`src/rtl/bod_pkg.sv`:
```
// constants shared by the supply-drop sampling and filter control logic
// assumes a 125 MHz system clock and a slow oscillator tick from outside
`default_nettype none
package bod_pkg;
  // ****************************************
  // register map (printed offsets are word indices)
  // ****************************************
  localparam logic [7:0] CTRL_IDX = 8'hAB;
  localparam logic [7:0] STATUS_IDX = 8'hAC;
  localparam logic [7:0] MASK_IDX = 8'hAD;

  // ****************************************
  // field positions and reset values
  // ****************************************
  localparam int FLT_BIT = 0;
  localparam int LP_LSB = 1;
  localparam int EVT_BIT = 0;
  localparam int LOW_BIT = 1;
  localparam logic [1:0] LP_RESET = 2'h0;
  localparam logic FLT_RESET = 1'b1;
  localparam logic MASK_RESET = 1'b0;

  // ****************************************
  // timing
  // ****************************************
  localparam int SLOW_OSC_PERIOD_US = 100;
  localparam int LP1_PERIOD_US = 1600;
  localparam int LP2_PERIOD_US = 6400;
  localparam int LP3_PERIOD_US = 25600;
  localparam logic [8:0] LP1_TICKS = 9'(LP1_PERIOD_US / SLOW_OSC_PERIOD_US);
  localparam logic [8:0] LP2_TICKS = 9'(LP2_PERIOD_US / SLOW_OSC_PERIOD_US);
  localparam logic [8:0] LP3_TICKS = 9'(LP3_PERIOD_US / SLOW_OSC_PERIOD_US);
  localparam logic [5:0] FAST_FILTER_CYCLES = 6'h20;
  localparam logic [5:0] SLOW_FILTER_TICKS = 6'h02;
  localparam logic [1:0] INIT_CYCLES = 2'h2;
endpackage
`default_nettype wire

```
`src/rtl/brownout_sample_filter_ctrl.sv`:
```
// supply-drop detector control: sampling, deglitch, event flag, APB registers
// assumes comparator level and slow oscillator tick are synchronous to mclk_i
//
// Added by the designer: the APB slave port.
`default_nettype none
// Overview of operation
// - power-up flag set only if enabled, no-reset, low
// - code 00 keeps comparator powered continuously
// - codes 01/10/11 sample every 1.6/6.4/25.6 ms
// - fast clock, code 00, normal mode: 32 system cycles
// - otherwise filter counts 2 slow ticks, bypassed if disabled outside power-down
// - power-down forces 2-tick filtering always
// - filter enable bit, resets to one
// - idle keeps the 32-cycle filter
// - unfiltered sampling gives 16/64/256 tick pulses
// - filtered sampling gives the same 16/64/256 tick pulses
// - control writes need timed unlock
// - flag set on each filtered level change
// - low status is level gated by enable
module brownout_sample_filter_ctrl
#(
  parameter int ADDR_W = 12
)
(
  input wire logic mclk_i,
  input wire logic rstn_i,
  input wire logic ce_i,
  input wire logic psel_i,
  input wire logic penable_i,
  input wire logic pwrite_i,
  input wire logic [ADDR_W-1:0] paddr_i,
  input wire logic [31:0] pwdata_i,
  output logic [31:0] prdata_o,
  output logic pready_o,
  output logic pslverr_o,
  input wire logic timed_write_unlock_i,
  input wire logic config_detect_enable_i,
  input wire logic config_reset_on_drop_i,
  input wire logic detect_enable_i,
  input wire logic supply_below_i,
  input wire logic slow_tick_i,
  input wire logic fast_clock_source_i,
  input wire logic idle_mode_i,
  input wire logic power_down_i,
  output logic comparator_power_o,
  output logic supply_low_status_o,
  output logic brownout_event_flag_o,
  output logic irq_o
);
  // ****************************************
  // state
  // ****************************************
  typedef struct packed {
    logic [1:0] lp_sel;
    logic flt_en;
    logic evt_flag;
    logic evt_mask;
    logic [1:0] init_cnt;
    logic level_seen;
    logic low_status;
    logic irq;
    logic pready;
    logic pslverr;
    logic [31:0] prdata;
  } ctrl_state_t;

  ctrl_state_t s_q;
  ctrl_state_t s_d;

  logic sampled_level;
  logic filt_level;
  logic comp_pwr;
  logic in_init;
  logic use_sys_count;
  logic flt_bypass;
  logic flt_count_en;
  logic [5:0] flt_limit;
  logic [7:0] word_idx;
  logic hit_ctrl;
  logic hit_status;
  logic hit_mask;
  logic commit;
  logic wr_commit;
  logic evt_set;
  logic evt_clr;
  logic [31:0] rd_word;

  // ****************************************
  // filter clock selection
  // ****************************************
  assign in_init = s_q.init_cnt < bod_pkg::INIT_CYCLES;
  // idle_mode_i does not alter the choice: idle keeps the fast count
  assign use_sys_count = s_q.flt_en && !power_down_i && s_q.lp_sel == 2'h0
    && fast_clock_source_i;
  assign flt_bypass = !s_q.flt_en && !power_down_i;
  assign flt_count_en = use_sys_count ? 1'b1 : slow_tick_i;
  assign flt_limit = use_sys_count ? bod_pkg::FAST_FILTER_CYCLES
    : bod_pkg::SLOW_FILTER_TICKS;

  duty_sampler u_sampler
  (
    .mclk_i(mclk_i),
    .rstn_i(rstn_i),
    .ce_i(ce_i),
    .mode_i(s_q.lp_sel),
    .slow_tick_i(slow_tick_i),
    .level_i(supply_below_i && detect_enable_i),
    .comp_power_o(comp_pwr),
    .level_o(sampled_level)
  );

  deglitch_filter u_filter
  (
    .mclk_i(mclk_i),
    .rstn_i(rstn_i),
    .ce_i(ce_i),
    .load_i(in_init),
    .bypass_i(flt_bypass),
    .count_en_i(flt_count_en),
    .limit_i(flt_limit),
    .raw_i(sampled_level),
    .level_o(filt_level)
  );

  // ****************************************
  // APB decode
  // ****************************************
  assign word_idx = paddr_i[9:2];
  assign hit_ctrl = word_idx == bod_pkg::CTRL_IDX;
  assign hit_status = word_idx == bod_pkg::STATUS_IDX;
  assign hit_mask = word_idx == bod_pkg::MASK_IDX;
  // one wait state: pready rises in the second access cycle
  assign commit = psel_i && penable_i && s_q.pready;
  assign wr_commit = commit && pwrite_i;

  always_comb
  begin
    rd_word = 32'h0000_0000;
    if (hit_ctrl)
    begin
      rd_word[bod_pkg::FLT_BIT] = s_q.flt_en;
      rd_word[bod_pkg::LP_LSB +: 2] = s_q.lp_sel;
    end
    else if (hit_status)
    begin
      rd_word[bod_pkg::EVT_BIT] = s_q.evt_flag;
      rd_word[bod_pkg::LOW_BIT] = s_q.low_status;
    end
    else if (hit_mask)
      rd_word[bod_pkg::EVT_BIT] = s_q.evt_mask;
  end

  // ****************************************
  // next state
  // ****************************************
  assign evt_set = !in_init && filt_level != s_q.level_seen;
  assign evt_clr = wr_commit && hit_status && pwdata_i[bod_pkg::EVT_BIT];

  always_comb
  begin
    s_d = s_q;
    s_d.pready = psel_i && penable_i && !s_q.pready;
    s_d.pslverr = psel_i && penable_i && !s_q.pready
      && !(hit_ctrl || hit_status || hit_mask);
    if (psel_i && penable_i && !s_q.pready)
      s_d.prdata = rd_word;
    if (wr_commit && hit_ctrl && timed_write_unlock_i)
    begin
      s_d.flt_en = pwdata_i[bod_pkg::FLT_BIT];
      s_d.lp_sel = pwdata_i[bod_pkg::LP_LSB +: 2];
    end
    if (wr_commit && hit_mask)
      s_d.evt_mask = pwdata_i[bod_pkg::EVT_BIT];
    if (in_init)
    begin
      s_d.init_cnt = s_q.init_cnt + 2'h1;
      s_d.level_seen = supply_below_i && detect_enable_i;
      // power-up value of the flag from boot options and supply level
      s_d.evt_flag = config_detect_enable_i && !config_reset_on_drop_i
        && supply_below_i;
    end
    else
    begin
      s_d.level_seen = filt_level;
      // a change in the clear cycle still leaves the flag set
      s_d.evt_flag = evt_set || (s_q.evt_flag && !evt_clr);
    end
    s_d.low_status = filt_level && detect_enable_i;
    s_d.irq = s_d.evt_flag && s_d.evt_mask;
  end

  always_ff @(posedge mclk_i or negedge rstn_i)
  begin
    if (!rstn_i)
    begin
      s_q <= '{lp_sel: bod_pkg::LP_RESET, flt_en: bod_pkg::FLT_RESET, evt_flag: 1'b0,
        evt_mask: bod_pkg::MASK_RESET, init_cnt: 2'h0, level_seen: 1'b0,
        low_status: 1'b0, irq: 1'b0, pready: 1'b0, pslverr: 1'b0,
        prdata: 32'h0000_0000};
    end
    else if (ce_i)
      s_q <= s_d;
  end

  // ****************************************
  // outputs
  // ****************************************
  assign prdata_o = s_q.prdata;
  assign pready_o = s_q.pready;
  assign pslverr_o = s_q.pslverr;
  assign comparator_power_o = comp_pwr;
  assign supply_low_status_o = s_q.low_status;
  assign brownout_event_flag_o = s_q.evt_flag;
  assign irq_o = s_q.irq;
endmodule
`default_nettype wire

```
`src/rtl/duty_sampler.sv`:
```
// periodic or continuous powering of the supply comparator
// assumes slow_tick_i is a one-cycle pulse per slow oscillator period
`default_nettype none
module duty_sampler
(
  input wire logic mclk_i,
  input wire logic rstn_i,
  input wire logic ce_i,
  input wire logic [1:0] mode_i,
  input wire logic slow_tick_i,
  input wire logic level_i,
  output logic comp_power_o,
  output logic level_o
);
  typedef enum logic [2:0] {
    ST_CONT = 3'b001,
    ST_WAIT = 3'b010,
    ST_SENSE = 3'b100
  } samp_state_t;

  typedef struct packed {
    samp_state_t st;
    logic [8:0] cnt;
    logic pwr;
    logic lvl;
  } samp_t;

  samp_t s_q;
  samp_t s_d;
  logic [8:0] period;

  always_comb
  begin
    case (mode_i)
      2'h1: period = bod_pkg::LP1_TICKS;
      2'h2: period = bod_pkg::LP2_TICKS;
      default: period = bod_pkg::LP3_TICKS;
    endcase
  end

  always_comb
  begin
    s_d = s_q;
    case (s_q.st)
      ST_CONT:
      begin
        s_d.pwr = 1'b1;
        s_d.lvl = level_i;
        if (mode_i != 2'h0)
        begin
          s_d.st = ST_WAIT;
          s_d.pwr = 1'b0;
          s_d.cnt = 9'h000;
        end
      end
      ST_WAIT:
      begin
        if (mode_i == 2'h0)
        begin
          s_d.st = ST_CONT;
          s_d.pwr = 1'b1;
        end
        else if (slow_tick_i)
        begin
          // power up one tick ahead so the comparator settles
          if (s_q.cnt >= period - 9'h002)
          begin
            s_d.st = ST_SENSE;
            s_d.pwr = 1'b1;
          end
          s_d.cnt = s_q.cnt + 9'h001;
        end
      end
      ST_SENSE:
      begin
        if (mode_i == 2'h0)
          s_d.st = ST_CONT;
        else if (slow_tick_i)
        begin
          s_d.lvl = level_i;
          s_d.pwr = 1'b0;
          s_d.cnt = 9'h000;
          s_d.st = ST_WAIT;
        end
      end
      default:
      begin
        s_d.st = ST_CONT;
      end
    endcase
  end

  always_ff @(posedge mclk_i or negedge rstn_i)
  begin
    if (!rstn_i)
      s_q <= '{st: ST_CONT, cnt: 9'h000, pwr: 1'b1, lvl: 1'b0};
    else if (ce_i)
      s_q <= s_d;
  end

  assign comp_power_o = s_q.pwr;
  assign level_o = s_q.lvl;
endmodule
`default_nettype wire

```
`src/rtl/deglitch_filter.sv`:
```
// counting deglitch filter with selectable count enable and limit
// assumes count_en_i is either always high or a one-cycle tick
`default_nettype none
module deglitch_filter
(
  input wire logic mclk_i,
  input wire logic rstn_i,
  input wire logic ce_i,
  input wire logic load_i,
  input wire logic bypass_i,
  input wire logic count_en_i,
  input wire logic [5:0] limit_i,
  input wire logic raw_i,
  output logic level_o
);
  typedef struct packed {
    logic pend;
    logic lvl;
    logic [5:0] cnt;
  } flt_t;

  flt_t f_q;
  flt_t f_d;

  always_comb
  begin
    f_d = f_q;
    if (load_i || bypass_i)
    begin
      f_d.pend = raw_i;
      f_d.lvl = raw_i;
      f_d.cnt = 6'h00;
    end
    else if (raw_i != f_q.pend)
    begin
      f_d.pend = raw_i;
      f_d.cnt = 6'h00;
    end
    else if (f_q.pend != f_q.lvl && count_en_i)
    begin
      if (f_q.cnt + 6'h01 >= limit_i)
      begin
        f_d.lvl = f_q.pend;
        f_d.cnt = 6'h00;
      end
      else
        f_d.cnt = f_q.cnt + 6'h01;
    end
  end

  always_ff @(posedge mclk_i or negedge rstn_i)
  begin
    if (!rstn_i)
      f_q <= '{pend: 1'b0, lvl: 1'b0, cnt: 6'h00};
    else if (ce_i)
      f_q <= f_d;
  end

  assign level_o = f_q.lvl;
endmodule
`default_nettype wire

```
`config.mk`:
```
export PLATFORM = sky130hd
export DESIGN_NAME = brownout_sample_filter_ctrl
export DESIGN_NICKNAME = d
export VERILOG_FILES = /design/src/rtl/bod_pkg.sv /design/src/rtl/brownout_sample_filter_ctrl.sv /design/src/rtl/duty_sampler.sv /design/src/rtl/deglitch_filter.sv
export SDC_FILE = /design/constraint.sdc
export NUM_CORES = 1
export LEC_CHECK = 0
export ABC_AREA = 1
export ABC_CLOCK_PERIOD_IN_PS = 4080
export BUFFER_PORTS_ARGS = -buffer_cell sky130_fd_sc_hd__buf_2
export CELL_PAD_IN_SITES_DETAIL_PLACEMENT = 0
export CELL_PAD_IN_SITES_GLOBAL_PLACEMENT = 1
export CORE_UTILIZATION = 38
export CTS_CLUSTER_DIAMETER = 100
export DETAILED_ROUTE_END_ITERATION = 10
export PLACE_DENSITY = 0.92
export SYNTH_ARGS = -nofsm -noshare
export SYNTH_HDL_FRONTEND = slang
export SYNTH_HIERARCHICAL = 1
export SYNTH_SLANG_ARGS = --single-unit
export TNS_END_PERCENT = 20
```
`constraint.sdc`:
```
create_clock -name mclk_i -period 4.08 [get_ports mclk_i]
set_input_delay 0.204 -clock mclk_i [delete_from_list [all_inputs] [get_ports mclk_i]]
set_output_delay 0.204 -clock mclk_i [all_outputs]
set_load 0.02 [all_outputs]
```
### Word-level counts from Yosys, hierarchy flattened

Cells that the tools add are included.

* order comparisons: 3
* add/sub/neg operators: 4
* muxes and demuxes: 31
* reductions and logical operators: 51
* eq/ne operators: 20

Operators with widths (count)
* 10-bit one-hot mux with 3 select lines: 1
* 13-bit 2-to-1 mux: 2
* 8-bit equality test (second input constant): 3
* 1-bit logical AND: 22
* 6-bit 2-to-1 mux: 3
* 9-bit one-hot mux with 2 select lines: 1
* 14-bit 2-to-1 mux: 1
* 1-bit 2-to-1 mux: 13
* 11-bit 2-to-1 mux: 1
* 2-bit AND reduction: 5
* 2-bit nonzero test: 5
* 9-bit by 1-bit adder with 9-bit output (second input constant): 1
* 9-bit greater-or-equal comparator: 1
* 3-bit 2-to-1 mux: 3
* 9-bit 2-to-1 mux: 1
* 3-bit one-hot mux with 3 select lines: 1
* 9-bit by 2-bit subtractor with 9-bit output (second input constant): 1
* 8-bit 2-to-1 mux: 1
* 2-bit != test (second input constant): 4
* 4-bit AND reduction: 2
* 1-bit logical NOT: 7
* 7-bit 2-to-1 mux: 1
* 7-bit AND reduction: 1
* 6-bit by 1-bit adder with 6-bit output (second input constant): 1
* 19 further kinds: 27

* register bits: 37
* output and inout port bits: 38
* word-level logic and storage cells: 127
* input bits: 59

### Longest topological paths before layout

* depth in word-level cells: 10
* gate-level depth with buffers: 13
* gate-level depth less buffers: 13

### Modules after synthesis

Netlist, hierarchy kept.

Modules (own cells, without submodules)
* brownout_sample_filter_ctrl: area an instance 1088.5 um^2, sequential area each 376.6 um^2, times used 1, cells each 146
* duty_sampler: area an instance 1078.5 um^2, sequential area each 352.8 um^2, times used 1, cells each 165
* deglitch_filter: area an instance 679.4 um^2, sequential area each 200.2 um^2, times used 1, cells each 97

### Worst setup path after synthesis

OpenSTA, ideal clock, no wires.

* path type: flip-flop to flip-flop
* start: reg u_filter/f_q[0] (netlist bit)
* end: reg u_filter/f_q[2] (netlist bit)
* library setup time: 65 ps
* path buffers: 0
* stages on the path, launching flop included: 13
* setup slack: 2322 ps
* arrival time: 1693 ps
* cell sequence: dfrtp_1 -> ha_1 -> nand3_1 -> xor2_1 -> inv_1 -> ha_1 -> nand2_1 -> inv_1 -> a21oi_1 -> nand2_1 -> nor2_4 -> nand3_1 -> nand2_1

* longest elaborated chain between the ends: 6

Ends and longest elaborated chain
* start, declared: RTL line deglitch_filter.sv:22 `flt_t f_q;`
* start signal, assigned: RTL line deglitch_filter.sv:54 `f_q <= '{pend: 1'b0, lvl: 1'b0, cnt: 6'h00};`
* 6-bit by 1-bit adder with 6-bit output (*): RTL line deglitch_filter.sv:41, deglitch_filter.sv:47
* 6-bit greater-or-equal comparator: RTL line deglitch_filter.sv:41 `if (f_q.cnt + 6'h01 >= limit_i)`
* 6-bit 2-to-1 mux (*): RTL line deglitch_filter.sv:41
* 7-bit 2-to-1 mux (*): RTL line deglitch_filter.sv:39 `else if (f_q.pend != f_q.lvl && count_en_i)`
* 6-bit 2-to-1 mux (*): RTL line deglitch_filter.sv:34 `else if (raw_i != f_q.pend)`
* 8-bit 2-to-1 mux (*): RTL line deglitch_filter.sv:28 `if (load_i || bypass_i)`

Every way passes the cells marked *; elsewhere a longest branch is shown, timed or not. The select of a mux whose other input is x is not followed.
A chain may end at the register's enable or synchronous reset.

### Worst setup path after layout

* start: reg u_filter/f_q[0] (netlist bit)
* end: reg u_filter/f_q[5] (netlist bit)

The elaborated chain is that of the path after synthesis.

==> run_results.csv <==
group,metric,value,unit
logic_synthesis,netlist_top_cells_area,"dfrtp_1 30%, nand2_1 16%, buf_4 8.7%, inv_1 7.5%, ha_1 6.6%",
sta,worst_hold_slack,19.4,ps
logic_synthesis,ys_top_cells_by_count,"121 x nand2_1, 57 x inv_1, 37 x nand3_1",
status,status,"complete, no violations",
floorplan,die_area,7840,sq um
floorplan,die_h,88.6,um
global_routing,grt_max_degree,38,
clock_tree,cts_buffers,5,
layout,multi_input_area,1530,sq um
sta,worstMarginPinSlew,862,ps
sta,fin_ws,2010,ps
min_path,min_path_type,"in2async",
run,drv_cap,0,
clock_tree,postCtsHoldBufs,0,
power_and_ir_drop,p_sw,0.513,mW
sta,fin_setup_tns,0,ps
critical_path,critical_path_class,"reg2reg",
logic_synthesis,synth_compound_area_share,7.08,%
global_routing,gr-usage-all-layers,15.3,%
clock_tree,cts_root_buffer,"clkbuf_8",
power_and_ir_drop,vdd_drop_max,129,uV
power_and_ir_drop,seq_power_share,40.1,%
logic_synthesis,synthXorXnorAreaFrac,2.15,%
layout,layout.area.seq,930,sq um
layout,areaGrowthSynthToFinish,8.09,%
floorplan,ios,97,
power_and_ir_drop,p_leak,1.74,nW
placement,gp_congestion,0.802,
clock_tree,cts_tree,"yes",
floorplan,fp-row-count,31,
logic_synthesis,yosys_warnings,6,
critical_path,reg2regPathDepth,12,
placement,portBuffers,33,
logic_synthesis,yosys.area.top_type_share,29.9,%
logic_synthesis,synth_edf_count,0,
logic_synthesis,yosysUniqueCellTypes,32,
global_routing,overflow,0,
critical_path,arrival,2300,ps
sta,rsz0062_at_grt,"false",
layout,final_layout_size_suffix_gt1_share,15.1,%
critical_path,r2r-start,"u_filter/f_q[0]",
power_and_ir_drop,p_int,0.737,mW
sta,slew_violations,0,
critical_path,r2r_end,"u_filter/f_q[5]",
sta,fmax,0.484,GHz
clock_tree,clock_latency,290,ps
logic_synthesis,synth_area,2850,sq um
global_routing,grt_pass1_vias,2268,
power_and_ir_drop,clkPwrFrac,22.8,%
floorplan,core,7250,sq um
sta,period_minus_slack,2070,ps
clock_tree,cts.sinks,37,
logic_synthesis,seq_area_frac_synth,32.7,%
logic_synthesis,async_flop_share,100,%
logic_synthesis,synth_ff_type,"dfrtp_1",
routing,ant_nets,0,
routing,finalWirelength,5450,um
critical_path,r2r_slack,2010,ps
clock_tree,clock_path_buffers,2,
sta,clock_skew,8.60,ps
clock_tree,cts_resized,0,
logic_synthesis,yosys.area.top_type,"dfrtp_1",
logic_synthesis,synthAdderAreaFrac,6.59,%
logic_synthesis,synthSimpleGateAreaFrac,33.4,%
power_and_ir_drop,p_total,1.25,mW
clock_tree,cts_setup_buffers,0,
critical_path,worstPathMaxFanout,6,
sta,report.final.setup_viol,0,
critical_path,critPathLaunchType,"flip-flop",
critical_path,crit_path_end_kind,"flip-flop",
power_and_ir_drop,p_comb_share,37.1,%
layout,nNetsFinal,517,
power_and_ir_drop,p_per_area,406,nW/um^2
logic_synthesis,synthCells,408,
global_routing,grt_pass1_wl,9380,um
placement,dp_hpwl,4160,um
routing,drcViolationCount,0,
sta,finalHoldViolCount,0,
routing,num_vias,2434,
logic_synthesis,syn_area_per_cell,6.98,sq um
clock_tree,htree_levels,2,
logic_synthesis,yosys_register_bits,37,
global_routing,antenna_found_initial,0,
logic_synthesis,synth.most_common_cell,"nand2_1",
placement,dpl_worst_slack,2010,ps
sta,slew_headroom,42.6,%
floorplan,start_util,39.2,%
routing,avgRoutedWirePerCell,10.0,um
sta,period_share,50.6,%
power_and_ir_drop,p_sw_share,41.0,%
routing,drt_iter0_drc,85,
floorplan,die_w,88.6,um
layout,fillers,797,
logic_synthesis,synthMuxAreaShare,0,%
critical_path,cp.required,4320,ps
routing,vias_per_cell,4.48,
logic_synthesis,synth_top_family_by_area,"simple AND/OR/NAND/NOR gates",
layout,diodes,0,
clock_tree,path_clk_slew,80,ps
routing,first_pass_iters,4,
[per-stage QoR]
step                      util, %  instance area (sq um)  instances
final                        42.4                   3080        543
after global routing         42.4                   3080        543
after CTS                    42.4                   3080        543
after detailed placement     41.0                   2980        535
after global placement       41.0                   2980        535
after floorplan                 -                   2970        440
[metal layers]
layer	track usage [%]	part of all wire [%]
met2	28.3	51
met4	4.84	0.84
met1	17.5	45
met5	0	0
met3	3.36	3.3
[state kept, by name, summed over array words and instances (netlist names)]
name,count
brownout_event_flag_o,1
irq_o,1
prdata_o,3
pready_o,1
pslverr_o,1
s_q,7
supply_low_status_o,1
u_filter/f_q,7
u_filter/level_o,1
u_sampler/comp_power_o,1
u_sampler/level_o,1
u_sampler/s_q,12
[logic make-up after synthesis]
| group | Yosys count |
|---|---|
| buf+inv | 97 |
| xor+xnor | 7 |
| simple gates | 213 |
| compound gates | 37 |
| other cells | 2 |
| fa+ha+maj | 15 |
| flops | 37 |
[power by group through the flow]
stage | Clock, mW | Sequential, mW | Combinational, mW
after floorplan | 0 | 0.516 | 0.378
after CTS | 0.296 | 0.500 | 0.468
after detailed placement | 0 | 0.507 | 0.466
final | 0.285 | 0.501 | 0.464
after global placement | 0 | 0.505 | 0.460
after global routing | 0.312 | 0.510 | 0.532
[worst max-delay path by stage]
stage               startpoint         endpoint  slack, ps  depth (start not counted)
2_1_floorplan  u_filter/f_q[0]  u_filter/f_q[2]       2320                         12
3_3_place_gp   u_filter/f_q[0]  u_filter/f_q[5]       2130                         12
3_5_place_dp   u_filter/f_q[0]  u_filter/f_q[5]       2010                         12
4_1_cts        u_filter/f_q[0]  u_filter/f_q[5]       1990                         12
5_1_grt        u_filter/f_q[2]  u_filter/f_q[4]       1840                         11
6_report       u_filter/f_q[0]  u_filter/f_q[5]       2010                         12
[area by class of cell]
class / count / share of cell area (%)
Multi-Input combinational cell: 306 / 49.7
Sequential cell: 37 / 30.2
Inverter: 60 / 7.40
Timing Repair Buffer: 33 / 5.37
Tap cell: 99 / 4.03
Clock buffer: 7 / 3.13
Clock inverter: 1 / 0.163
[placed cells by master (no fill, tap or decap), types with 2 or more instances in the layout]
master,synthesis,final
inv_1,57,57
nand2_4,3,3
dfrtp_1,34,34
o21ai_0,19,19
nand2_2,6,6
nand4_1,4,4
buf_2,2,33
inv_2,2,2
o21ai_1,5,5
conb_1,2,34
nor2_2,3,3
clkbuf_8,0,7
dfstp_2,3,3
nor2_4,3,3
ha_1,15,15
nand2_1,121,121
nor2_1,28,28
nand3_1,37,37
xor2_1,7,7
nor3_1,3,3
o21ai_2,2,2
a21oi_1,8,8
[critical path: stages (launching register included)]
cell and delay (ps):
dfrtp_1 430, ha_1 220, nand3_1 110, xor2_1 160, inv_1 80, ha_1 230, nand2_1 80, inv_1 40
a21oi_1 190, nand2_1 120, nor2_4 170, nand3_1 110, nand2_1 70
Note: power is estimated with default switching activity, not from simulation.
